--- config.mk ---
export PLATFORM = sky130hd
export DESIGN_NAME = seu_core
export DESIGN_NICKNAME = d
export VERILOG_FILES = /design/src/logic/seu_pkg.sv /design/src/logic/seu_slot_mem.sv /design/src/logic/seu_core.sv
export VERILOG_INCLUDE_DIRS = /design/src /design/src/logic
export SDC_FILE = /design/constraint.sdc
export NUM_CORES = 1
export LEC_CHECK = 0
export ABC_AREA = 0
export BUFFER_PORTS_ARGS = -buffer_cell sky130_fd_sc_hd__buf_2
export CELL_PAD_IN_SITES_DETAIL_PLACEMENT = 0
export CELL_PAD_IN_SITES_GLOBAL_PLACEMENT = 1
export CORE_AREA = 3 3 223 138
export CTS_BUF_LIST = sky130_fd_sc_hd__clkbuf_16
export DETAILED_ROUTE_END_ITERATION = 16
export DIE_AREA = 0 0 226 141
export PLACE_DENSITY_LB_ADDON = 0.1
export REMOVE_ABC_BUFFERS = 1
export SYNTH_ARGS = -nofsm -noshare
export SYNTH_HDL_FRONTEND = slang
export SYNTH_SLANG_ARGS = --single-unit
export TNS_END_PERCENT = 100
--- constraint.sdc ---
create_clock -name clock_i -period 5.15 [get_ports clock_i]
set_clock_uncertainty 0.1 [all_clocks]
set_input_delay 0 -clock clock_i [delete_from_list [all_inputs] [get_ports clock_i]]
set_output_delay 0 -clock clock_i [all_outputs]
set_load 0.01 [all_outputs]
--- src/logic/seu_defs.svh ---
/*
  constants of the standard event status unit: field positions, reset
  values, command codes, slot layout and the factory instrument state.
  assumes it is included by the package, the design modules and the bench.
*/
`ifndef SEU_DEFS_SVH
`define SEU_DEFS_SVH

// ----------------------------------------------------------------------
// event latch layout
// ----------------------------------------------------------------------
`define SEU_EV_OPC 0
`define SEU_EV_QUERY 2
`define SEU_EV_DEVICE 3
`define SEU_EV_EXEC 4
`define SEU_EV_CMD 5
`define SEU_EV_PON 7
`define SEU_EV_USED 8'hBD
`define SEU_EV_RESET 8'h80
`define SEU_MASK_RESET 8'h00
`define SEU_PSC_RESET 1'b1
`define SEU_STB_ESB 5

// ----------------------------------------------------------------------
// command codes
// ----------------------------------------------------------------------
`define SEU_CMD_NONE 4'h0
`define SEU_CMD_CLS 4'h1
`define SEU_CMD_ESE 4'h2
`define SEU_CMD_ESE_Q 4'h3
`define SEU_CMD_ESR_Q 4'h4
`define SEU_CMD_IDN_Q 4'h5
`define SEU_CMD_OPC 4'h6
`define SEU_CMD_OPC_Q 4'h7
`define SEU_CMD_PSC 4'h8
`define SEU_CMD_PSC_Q 4'h9
`define SEU_CMD_RCL 4'hA
`define SEU_CMD_SAV 4'hB
`define SEU_CMD_RST 4'hC

// ----------------------------------------------------------------------
// state slots and answers
// ----------------------------------------------------------------------
`define SEU_SLOTS 17
`define SEU_SLOT_W 5
`define SEU_SLOT_MAX 8'h10
`define SEU_SLOT_POWER 5'h00
`define SEU_STATE_W 16
`define SEU_FACTORY_STATE 16'h0000
`define SEU_OPC_ONE 8'h01

`endif

--- src/logic/seu_pkg.sv ---
/*
  types of the standard event status unit: command code, request,
  answer, state load and identification carriers.
  assumes seu_defs.svh is reachable by bare name.
*/
`include "seu_defs.svh"

package seu_pkg;

  // common command codes
  typedef enum logic [3:0] {
    SEU_NONE = `SEU_CMD_NONE,
    SEU_CLS = `SEU_CMD_CLS,
    SEU_ESE = `SEU_CMD_ESE,
    SEU_ESE_Q = `SEU_CMD_ESE_Q,
    SEU_ESR_Q = `SEU_CMD_ESR_Q,
    SEU_IDN_Q = `SEU_CMD_IDN_Q,
    SEU_OPC = `SEU_CMD_OPC,
    SEU_OPC_Q = `SEU_CMD_OPC_Q,
    SEU_PSC = `SEU_CMD_PSC,
    SEU_PSC_Q = `SEU_CMD_PSC_Q,
    SEU_RCL = `SEU_CMD_RCL,
    SEU_SAV = `SEU_CMD_SAV,
    SEU_RST = `SEU_CMD_RST
  } seu_cmd_t;

  typedef struct packed {
    logic valid;
    seu_cmd_t code;
    logic [7:0] arg;
  } seu_req_t;

  typedef struct packed {
    logic valid;
    logic [7:0] value;
  } seu_resp_t;

  typedef struct packed {
    logic valid;
    logic [`SEU_STATE_W-1:0] state;
  } seu_load_t;

  // identification fields in answer order
  typedef struct packed {
    logic [15:0] maker;
    logic [15:0] model;
    logic [31:0] serial;
    logic [15:0] rev_iface;
    logic [15:0] rev_meas;
    logic [15:0] rev_source;
  } seu_idn_t;

endpackage

--- src/logic/seu_slot_mem.sv ---
/*
  state slot memory: one write port, one read port with registered data.
  assumes a single clock; the array has no reset so contents outlive
  every command and reset of the surrounding logic.
*/
`timescale 1ns/1ps
`include "seu_defs.svh"

module seu_slot_mem (
  input wire logic clock_i,
  input wire logic rst_i,
  input wire logic wr_en_i,
  input wire logic [`SEU_SLOT_W-1:0] wr_addr_i,
  input wire logic [`SEU_STATE_W-1:0] wr_data_i,
  input wire logic [`SEU_SLOT_W-1:0] rd_addr_i,
  output logic [`SEU_STATE_W-1:0] rd_data_o
);

  logic [`SEU_STATE_W-1:0] mem [`SEU_SLOTS];

  // ----------------------------------------------------------------------
  // storage, kept until overwritten
  // ----------------------------------------------------------------------
  always_ff @(posedge clock_i) begin
    if (wr_en_i) begin
      mem[wr_addr_i] <= wr_data_i;
    end
  end

  // registered read
  always_ff @(posedge clock_i or posedge rst_i) begin
    if (rst_i) begin
      rd_data_o <= `SEU_FACTORY_STATE;
    end else begin
      rd_data_o <= mem[rd_addr_i];
    end
  end

endmodule

--- src/logic/seu_core.sv ---
/*
  standard event status unit: event latch, enable mask, status byte
  summary, clear status, operation complete, power-on status clear,
  identification and recall/save of instrument state slots.
  assumes a parser that presents one decoded command per cycle on the
  clock_i domain, event pulses from the same domain, and two power pins
  from outside that are synchronised here.
*/
`timescale 1ns/1ps
`include "seu_defs.svh"

// Functional notes
// - clear status zeroes all event latches and empties the error queue.
// - clear status also drops latched overvoltage and overcurrent trips.
// - enabled event bits are reported on status byte bit 5.
// - layout: 0 opc, 2 query, 3 device, 4 exec, 5 command, 7 power-on.
// - enable mask query returns the mask value.
// - host writes mask 0 to 255; mask defaults to zero.
// - mask is writable, readable and survives clear status.
// - events latch unbuffered; repeats on a set bit are ignored.
// - event latch is read-only and clears when read.
// - event query returns the latch value.
// - after opc command, bit 0 sets when the current operation ends.
// - opc query answers one only once the current operation ends.
// - power-on clear setting: 1 zeroes enable masks at power-on.
// - the setting never changes how event or condition bits clear.
// - identification holds maker, model, serial and revision.
// - revision joins interface, measurement and source revisions.
// - recall takes slot 0 to 16; empty slot loads factory state.
// - slot 0 captures the instrument state at power down.
// - slots 1 to 16 start empty.
// - slot contents survive reset and preset until overwritten.
module seu_core #(
  parameter logic [15:0] MAKER_ID = 16'h0001, // arbitrary value
  parameter logic [15:0] MODEL_ID = 16'h0002, // arbitrary value
  parameter logic [31:0] SERIAL_ID = 32'h0000_0003, // arbitrary value
  parameter logic [15:0] REV_IFACE = 16'h0001, // arbitrary value
  parameter logic [15:0] REV_MEAS = 16'h0002, // arbitrary value
  parameter logic [15:0] REV_SOURCE = 16'h0003 // arbitrary value
) (
  input wire logic clock_i,
  input wire logic rst_i,
  input seu_pkg::seu_req_t req_i,
  input wire logic [7:0] event_i,
  input wire logic op_busy_i,
  input wire logic power_up_i,
  input wire logic power_fail_i,
  input wire logic [`SEU_STATE_W-1:0] state_i,
  output seu_pkg::seu_resp_t resp_o,
  output seu_pkg::seu_idn_t idn_o,
  output seu_pkg::seu_load_t load_o,
  output logic [7:0] stb_o,
  output logic [7:0] event_latch_o,
  output logic err_queue_clear_o,
  output logic prot_clear_o
);
  import seu_pkg::*;

  typedef enum logic [0:0] {
    SEU_Q_IDLE = 1'b0,
    SEU_Q_WAIT = 1'b1
  } seu_qstate_t;

  // ----------------------------------------------------------------------
  // state
  // ----------------------------------------------------------------------
  logic [7:0] standard_event_latch;
  logic [7:0] standard_event_enable_mask;
  logic psc_setting;
  logic opc_armed;
  seu_qstate_t qstate;
  seu_qstate_t next_qstate;
  logic [1:0] pin_meta;
  logic [1:0] pin_sync;
  logic [1:0] pin_prev;
  logic [`SEU_SLOTS-1:0] slot_valid;
  logic load_pend;
  logic load_hit;
  logic [`SEU_STATE_W-1:0] mem_rdata;

  // ----------------------------------------------------------------------
  // command decode
  // ----------------------------------------------------------------------
  wire is_cls = req_i.valid && req_i.code == SEU_CLS;
  wire is_ese = req_i.valid && req_i.code == SEU_ESE;
  wire is_ese_q = req_i.valid && req_i.code == SEU_ESE_Q;
  wire is_esr_q = req_i.valid && req_i.code == SEU_ESR_Q;
  wire is_idn_q = req_i.valid && req_i.code == SEU_IDN_Q;
  wire is_opc = req_i.valid && req_i.code == SEU_OPC;
  wire is_opc_q = req_i.valid && req_i.code == SEU_OPC_Q;
  wire is_psc = req_i.valid && req_i.code == SEU_PSC;
  wire is_psc_q = req_i.valid && req_i.code == SEU_PSC_Q;
  wire is_rcl = req_i.valid && req_i.code == SEU_RCL;
  wire is_sav = req_i.valid && req_i.code == SEU_SAV;
  wire is_rst = req_i.valid && req_i.code == SEU_RST;

  // slot index checks
  wire slot_in_range = req_i.arg <= `SEU_SLOT_MAX;
  wire [`SEU_SLOT_W-1:0] slot_idx = req_i.arg[`SEU_SLOT_W-1:0];
  wire rcl_ok = is_rcl && slot_in_range;
  wire slot_bad = (is_rcl || is_sav) && !slot_in_range;
  wire sav_ok = is_sav && slot_in_range;

  // power pin edges, read only from the second stage onward
  wire pwr_up = pin_sync[0] && !pin_prev[0];
  wire pwr_fail = pin_sync[1] && !pin_prev[1];

  // ----------------------------------------------------------------------
  // event latch next value
  // ----------------------------------------------------------------------
  wire opc_fire = opc_armed && !op_busy_i;
  wire [7:0] ev_raise = {pwr_up, 2'b00, slot_bad, 3'b000, opc_fire};
  wire [7:0] ev_set = (event_i | ev_raise) & `SEU_EV_USED;
  // power-on clear of the latch ignores the setting
  wire ev_clear = is_cls || is_esr_q || pwr_up;
  // set wins over clear; a set bit simply stays set
  wire [7:0] next_latch = ev_set |
    (standard_event_latch & ~{8{ev_clear}});

  // status byte summary
  wire esb = |(standard_event_latch & standard_event_enable_mask);
  assign stb_o = 8'(esb) << `SEU_STB_ESB;
  assign event_latch_o = standard_event_latch;

  // ----------------------------------------------------------------------
  // opc query sequencing
  // ----------------------------------------------------------------------
  wire other_q = is_ese_q || is_esr_q || is_psc_q || is_idn_q;
  wire opc_done = qstate == SEU_Q_WAIT && !op_busy_i && !other_q;

  always_comb begin
    next_qstate = qstate;
    unique case (qstate)
      SEU_Q_IDLE: begin
        if (is_opc_q) begin
          next_qstate = SEU_Q_WAIT;
        end
      end
      SEU_Q_WAIT: begin
        if (opc_done || is_cls) begin
          next_qstate = SEU_Q_IDLE;
        end
      end
    endcase
  end

  // answer selection
  wire resp_fire = other_q || opc_done;
  wire [7:0] resp_value = is_ese_q ? standard_event_enable_mask :
    is_esr_q ? standard_event_latch :
    is_psc_q ? 8'(psc_setting) :
    opc_done ? `SEU_OPC_ONE : 8'h00;

  // ----------------------------------------------------------------------
  // slot memory access
  // ----------------------------------------------------------------------
  wire mem_we = pwr_fail || sav_ok;
  wire [`SEU_SLOT_W-1:0] mem_waddr = pwr_fail ? `SEU_SLOT_POWER : slot_idx;
  wire [`SEU_SLOTS-1:0] slot_set = `SEU_SLOTS'(mem_we) << mem_waddr;

  seu_slot_mem u_slot_mem (
    .clock_i(clock_i),
    .rst_i(rst_i),
    .wr_en_i(mem_we),
    .wr_addr_i(mem_waddr),
    .wr_data_i(state_i),
    .rd_addr_i(slot_idx),
    .rd_data_o(mem_rdata)
  );

  // ----------------------------------------------------------------------
  // power pin synchronisers
  // ----------------------------------------------------------------------
  always_ff @(posedge clock_i or posedge rst_i) begin
    if (rst_i) begin
      pin_meta <= 2'h0;
      pin_sync <= 2'h0;
      pin_prev <= 2'h0;
    end else begin
      pin_meta <= {power_fail_i, power_up_i};
      pin_sync <= pin_meta;
      pin_prev <= pin_sync;
    end
  end

  // event latch, power-on bit set from reset
  always_ff @(posedge clock_i or posedge rst_i) begin
    if (rst_i) begin
      standard_event_latch <= `SEU_EV_RESET;
    end else begin
      standard_event_latch <= next_latch;
    end
  end

  // enable mask: kept over clear status, zeroed at power-on if set so
  always_ff @(posedge clock_i or posedge rst_i) begin
    if (rst_i) begin
      standard_event_enable_mask <= `SEU_MASK_RESET;
    end else if (is_ese) begin
      standard_event_enable_mask <= req_i.arg;
    end else if (pwr_up && psc_setting) begin
      standard_event_enable_mask <= `SEU_MASK_RESET;
    end
  end

  // power-on clear setting
  always_ff @(posedge clock_i or posedge rst_i) begin
    if (rst_i) begin
      psc_setting <= `SEU_PSC_RESET;
    end else if (is_psc) begin
      psc_setting <= req_i.arg[0];
    end
  end

  // operation complete tracking
  always_ff @(posedge clock_i or posedge rst_i) begin
    if (rst_i) begin
      opc_armed <= 1'b0;
      qstate <= SEU_Q_IDLE;
    end else begin
      opc_armed <= is_opc || (opc_armed && op_busy_i && !is_cls);
      qstate <= next_qstate;
    end
  end

  // answers and clear pulses
  always_ff @(posedge clock_i or posedge rst_i) begin
    if (rst_i) begin
      resp_o <= '0;
      err_queue_clear_o <= 1'b0;
      prot_clear_o <= 1'b0;
    end else begin
      resp_o <= '{valid: resp_fire, value: resp_value};
      err_queue_clear_o <= is_cls;
      prot_clear_o <= is_cls;
    end
  end

  // identification fields, loaded on query
  always_ff @(posedge clock_i or posedge rst_i) begin
    if (rst_i) begin
      idn_o <= '0;
    end else if (is_idn_q) begin
      idn_o <= '{maker: MAKER_ID, model: MODEL_ID, serial: SERIAL_ID,
        rev_iface: REV_IFACE, rev_meas: REV_MEAS,
        rev_source: REV_SOURCE};
    end
  end

  // slot occupancy: empty from factory, untouched by reset command
  always_ff @(posedge clock_i or posedge rst_i) begin
    if (rst_i) begin
      slot_valid <= '0;
    end else begin
      slot_valid <= slot_valid | slot_set;
    end
  end

  // state load: memory read lands one cycle later, output the next
  always_ff @(posedge clock_i or posedge rst_i) begin
    if (rst_i) begin
      load_pend <= 1'b0;
      load_hit <= 1'b0;
      load_o <= '0;
    end else begin
      load_pend <= rcl_ok || is_rst;
      load_hit <= rcl_ok && slot_valid[slot_idx];
      load_o.valid <= load_pend;
      if (load_pend) begin
        load_o.state <= load_hit ? mem_rdata : `SEU_FACTORY_STATE;
      end
    end
  end
endmodule

==> results_dict.tcl, run 1 <==
set metrics [dict create \
    finalNetCount 1112 \
    drt_iter0_drc 765 \
    end_kind "flop" \
    synthTopCellsByArea "edfxtp_1 (55%), dfrtp_1 (14%), buf_4 (6.4%)" \
    cp_max_fo 10 \
    synth_area_sq_um 14900 \
    area_growth_pct 13.1 \
    drcViolationCount 0 \
    slew_violations 0 \
    ant_nets 0 \
    antenna_cells 0 \
    fmax_ghz 0.348 \
    avgSynthCellArea_sq_um 15.9 \
    rr_startpoint "pin_sync[1]$_DFF_PP0_" \
    die-area_sq_um 31900 \
    holdCritPathClass "input pin to flop" \
    clock_latency_ns 0.52 \
    cts_max_path_buffers 3 \
    cts_root_buffer "clkbuf_16" \
    via_count 8035 \
    peakVddDrop_mv 0.337 \
    synth_top_area_share 0.548 \
    crit_start "req_i[7]" \
    ys_warn_count 0 \
    fillers 2236 \
    yosysSeqAreaShare 0.696 \
    grt_max_degree 94 \
    fin_crit_sh 0.559 \
    cts.sinks 360 \
    period_needed_ns 2.88 \
    pre_cts_ws_ns 2.29 \
    grt_pass1_vias 7684 \
    maxCapViolCount 0 \
    critPathKind "input pin to flop" \
    cp.required_ns 5.25 \
    min-delay-start "power_fail_i" \
    synth_cell_types 55 \
    start_kind "input pin" \
    die_h_um 141 \
    synthArstFlopShare 0.244 \
    grt_setup_unrepaired "no" \
    dp_hpwl_mm 20.1 \
    mostFrequentLayoutCell "edfxtp_1" \
    setup_violations 0 \
    grt.overflow.total 0 \
    initial_core_util 0.520 \
    slew_headroom 0.239 \
    antenna_found_initial 0 \
    ys_ff_latch 360 \
    core-area_sq_um 28600 \
    finalWorstSetupSlack_ns 2.27 \
    drive_gt1_frac 0.246 \
    powerDensity_nw_per_um2 359 \
    routed_wl_mm 33.6 \
    grtUsageTotal 0.214 \
    num_rows 48 \
    syn-instance-count 936 \
    outcome "completed" \
    ys.flop_type "edfxtp_1" \
    post_drt_wl_per_cell_um 22.9 \
    cts_resized 0 \
    cts_buffers 35 \
    htree_levels 2 \
    clk_pin_slew_ns 0.06 \
    cts_tree "built" \
    leakagePower_nw 6.29 \
    hold_viol_final 0 \
    via_per_inst 5.47 \
    yosysTopAreaCell "edfxtp_1" \
    tightestPinTransition_ns 1.14 \
    io_pins 198 \
    place_congestion 0.758 \
    final_cell_mix "edfxtp_1 (272), conb_1 (111), dfrtp_1 (86)" \
    fin_tns_setup_ns 0 \
    io_buffer_count 84 \
    arrival_ns 2.98 \
    synth_edf_count 272 \
    grt_pass1_wl_mm 49.9 \
    dr.pass1.iters 5 \
    dieWidth_um 226 \
]
## synthesized netlist by cell type, types with 3 or more instances
cell	count
a41o_1	4
o22ai_1	16
a2bb2oi_1	17
mux4_2	36
inv_1	32
o21bai_1	8
buf_6	3
a22oi_1	20
dfrtp_1	86
a31o_2	5
a21oi_1	4
o21ai_0	44
a21o_1	4
buf_4	127
buf_2	15
nand3_1	29
nand2b_1	5
and2_1	3
clkbuf_1	19
o31a_1	16
nand2_1	12
nor4_1	3
nor3_1	5
a22o_1	7
nor2_1	26
a211oi_1	17
mux2_2	49
nor2b_1	21
edfxtp_1	272
## power by group
part           leakage [nW]  internal [W]  total (W)  switching, W
logic                  2.14      0.000148   0.000403      0.000255
clock network         0.571       0.00140    0.00245       0.00105
registers              3.58       0.00317    0.00320     0.0000283
total                  6.29       0.00472    0.00605       0.00133
## metal layers
metal	GRT usage	share of wire	vias up
li1	-	-	3615
met1	0.349	0.48	4051
met2	0.293	0.43	327
met3	0.0529	0.083	42
met4	0.0407	0.013	0
met5	0	0	-
## path summary, 6_finish.rpt
path,endpoint,slack [ns],cells after the start
max,u_slot_mem.mem[7][9]$_DFFE_PP_,2.27,7
min,pin_meta[1]$_DFF_PP0_,0.04,2
max reg2reg,u_slot_mem.mem[7][9]$_DFFE_PP_,2.39,5
min reg2reg,pin_sync[1]$_DFF_PP0_,0.25,0
max in group asynchronous,pin_meta[1]$_DFF_PP0_,3.25,5
min in group asynchronous,resp_o[6]$_DFF_PP0_,0.52,4
## per-stage QoR
step	area, sq um	power, W	cells	utilization	hold WS (ns)
floorplan	14200	0.00346	880	-	-0.0686
global placement	15300	0.00363	1360	0.534	-0.0484
detailed placement	15300	0.00364	1360	0.534	-0.0503
CTS	16900	0.00611	1470	0.589	0.0165
global route	16900	0.00628	1470	0.589	0.0323
finish	16900	0.00605	1470	0.589	0.0384
## layout make-up
| type | count | area (sq um) | share of cell area |
|---|---|---|---|
| inverter | 33 | 126 | 0.00749 |
| sequential | 360 | 10400 | 0.615 |
| clock inverter | 25 | 165 | 0.00979 |
| multi-input combinational | 487 | 3730 | 0.221 |
| timing repair buffer | 153 | 1070 | 0.0636 |
| tap | 375 | 469 | 0.0278 |
| clock buffer | 37 | 926 | 0.0549 |
## cells by family after synthesis
group / count (synthesis) / share of synthesized area
AO/OA/AOI/OAI: 170 / 0.0813
XOR/XNOR: 1 / 0.000588
buffers and inverters: 199 / 0.0855
flip-flops: 360 / 0.696
multiplexers: 87 / 0.0927
other: 1 / 0.000251
AND/OR/NAND/NOR: 118 / 0.0440
## worst max-delay path, stage by stage
cell and delay (ns):
dlygate4sd3_1 0.55, buf_2 0.15, or3_4 0.40, nor4b_4 0.42
nand4_1 0.33, nor2_1 0.74, buf_4 0.38
## flip-flops by register name, summed over array words and instances, names as in the netlist, 2 cells and up
name                        cells
u_slot_mem.mem                272
load_o                         17
slot_valid                     17
u_slot_mem.rd_data_o           16
resp_o                          9
event_latch_o                   8
standard_event_enable_mask      8
pin_meta                        2
pin_prev                        2
pin_sync                        2
## timing repair
item / 4_1_cts / 5_1_grt
setup endpoints to repair: 0 / 0
hold endpoints to repair: 332 / 0
hold buffers: 48 / 0
buffers inserted: 0 / 0
Note: power is estimated with default switching activity, not from simulation.
==> inputs of run 2 (changes only) <==
--- a/config.mk
+++ b/config.mk
@@ -10,10 +10,10 @@
 export BUFFER_PORTS_ARGS = -buffer_cell sky130_fd_sc_hd__buf_2
 export CELL_PAD_IN_SITES_DETAIL_PLACEMENT = 0
 export CELL_PAD_IN_SITES_GLOBAL_PLACEMENT = 1
-export CORE_AREA = 3 3 223 138
+export CORE_AREA = 3 3 242 149
 export CTS_BUF_LIST = sky130_fd_sc_hd__clkbuf_16
 export DETAILED_ROUTE_END_ITERATION = 16
-export DIE_AREA = 0 0 226 141
+export DIE_AREA = 0 0 245 152
 export PLACE_DENSITY_LB_ADDON = 0.1
 export REMOVE_ABC_BUFFERS = 1
 export SYNTH_ARGS = -nofsm -noshare
==> constraint.sdc (replaced) <==
create_clock -name clock_i -period 2.4 [get_ports clock_i]
set_clock_uncertainty 0.1 [all_clocks]
set_input_delay 0 -clock clock_i [delete_from_list [all_inputs] [get_ports clock_i]]
set_output_delay 0 -clock clock_i [all_outputs]
set_load 0.01 [all_outputs]
==> results_dict.tcl, run 2 (synthesized netlist as in run 1, its figures left out) <==
set metrics [dict create \
    tightestPinTransition_ns 0.824 \
    core-area_sq_um 33800 \
    drcViolationCount 0 \
    slew_headroom 0.450 \
    cts_root_buffer "clkbuf_16" \
    cts_setup_buffers 0 \
    htree_levels 2 \
    ant_nets 0 \
    peakVddDrop_mv 0.438 \
    grt_pass1_wl_mm 52.0 \
    num_rows 52 \
    pre_cts_ws_ns 0.213 \
    post_drt_wl_per_cell_um 21.6 \
    area_growth_pct 16.2 \
    reg_top3 "u_slot_mem.mem x272, load_o x17, slot_valid x17" \
    io_buffer_count 84 \
    end_kind "flop" \
    largest_reg_flops 272 \
    cts_buffers 36 \
    grtUsageTotal 0.185 \
    die_h_um 152 \
    io_pins 198 \
    critPathKind "input pin to flop" \
    initial_core_util 0.442 \
    routed_wl_mm 34.1 \
    regMostFlops "u_slot_mem.mem" \
    antenna_cells 0 \
    maxCapViolCount 0 \
    post-route-util 0.513 \
    dr.pass1.iters 5 \
    cts_max_path_buffers 3 \
    via_count 8050 \
    setup_violations 0 \
    arrival_ns 2.33 \
    ff2ff_setup_slack_ns 0.32 \
    outcome "completed" \
    drt_iter0_drc 666 \
    clk_pin_slew_ns 0.06 \
    mostFrequentLayoutCell "edfxtp_1" \
    cp_max_fo 9 \
    start_kind "input pin" \
    holdCritPathClass "input pin to flop" \
    grt_max_degree 61 \
    period_needed_ns 2.21 \
    drive_gt1_frac 0.264 \
    powerDensity_nw_per_um2 750 \
    leakagePower_nw 6.45 \
    finalNetCount 1138 \
    via_per_inst 5.09 \
    die-area_sq_um 37200 \
    place_congestion 0.763 \
    fmax_ghz 0.453 \
    fin_crit_sh 0.920 \
    slew_violations 0 \
    dp_hpwl_mm 23.0 \
    grt_setup_unrepaired "no" \
    finalWorstSetupSlack_ns 0.191 \
    cts_tree "built" \
    cts.sinks 360 \
    clock_latency_ns 0.52 \
    final_cell_mix "edfxtp_1 (272), conb_1 (111), dfrtp_1 (86)" \
    grt_pass1_vias 8059 \
    hold_viol_final 0 \
    dieWidth_um 245 \
    grt.overflow.total 0 \
    fillers 2845 \
    cp.required_ns 2.52 \
    antenna_found_initial 0 \
]
## run 2: cell count changes in the layout (fill, tap and decap cells not counted), sizes merged
cell,change
buf,+25
clkinvlp,+3
bufinv,-1
## run 2: power by group
part / internal, W / total [W] / leakage [nW] / switching (W)
Clock: 0.00290 / 0.00518 / 0.563 / 0.00227
Sequential: 0.00681 / 0.00687 / 3.58 / 0.0000571
Combinational: 0.000348 / 0.000945 / 2.31 / 0.000597
Total: 0.0101 / 0.0130 / 6.45 / 0.00293
## run 2: worst paths after layout
kind,end,from,depth (start not counted)
max,u_slot_mem.mem[1][1]$_DFFE_PP_,req_i[5],7
min,u_slot_mem.rd_data_o[4]$_DFF_PP0_,req_i[3],4
max reg2reg,event_latch_o[0]$_DFF_PP0_,pin_sync[0]$_DFF_PP0_,4
min reg2reg,pin_sync[1]$_DFF_PP0_,pin_meta[1]$_DFF_PP0_,0
max in group asynchronous,load_o[11]$_DFFE_PP0P_,rst_i,5
min in group asynchronous,resp_o[6]$_DFF_PP0_,rst_i,4
## run 2: final cells by class
type                       count  area, sq um  share of cell area
clock buffer                  37          926              0.0534
timing repair buffer         178         1440              0.0831
sequential                   360        10400               0.599
inverter                      33          126             0.00729
tap                          459          574              0.0331
multi-input combinational    487         3730               0.216
clock inverter                27          151             0.00874
## run 2: worst max-delay path, stage by stage
cell and delay, ns:
dlygate4sd3_1 0.55, buf_2 0.14, or3_4 0.42, nor4b_4 0.34, nand2_1 0.23, nor4_2 0.38, buf_4 0.26
## run 2: per-stage QoR
stage / hold WS (ns) / total power, W / cells / instance area, sq um / TNS [ns]
floorplan: -0.0686 / 0.00742 / 880 / 14200 / -47.67
global placement: -0.0600 / 0.00787 / 1469 / 15800 / 0
detailed placement: -0.0534 / 0.00788 / 1469 / 15800 / 0
CTS: 0.00102 / 0.0131 / 1581 / 17300 / 0
global route: 0.0307 / 0.0135 / 1581 / 17300 / 0
finish: 0.0343 / 0.0130 / 1581 / 17300 / 0
## run 2: what timing repair did
item | in CTS | in global routing
hold buffers | 48 | 0
endpoints found under the hold margin | 391 | 0
setup endpoints to repair | 0 | 1
resized for setup | 0 | 1
## run 2: layer usage
layer  global-route usage  share of wire  vias to the layer above  routed length [um]
li1                     -              -                     3654                   -
met1                0.313           0.52                     4108               17900
met2                0.234           0.39                      239               13200
met3               0.0476          0.072                       49                2460
met4               0.0404          0.017                        0                 592
met5                    0              0                        -                   0
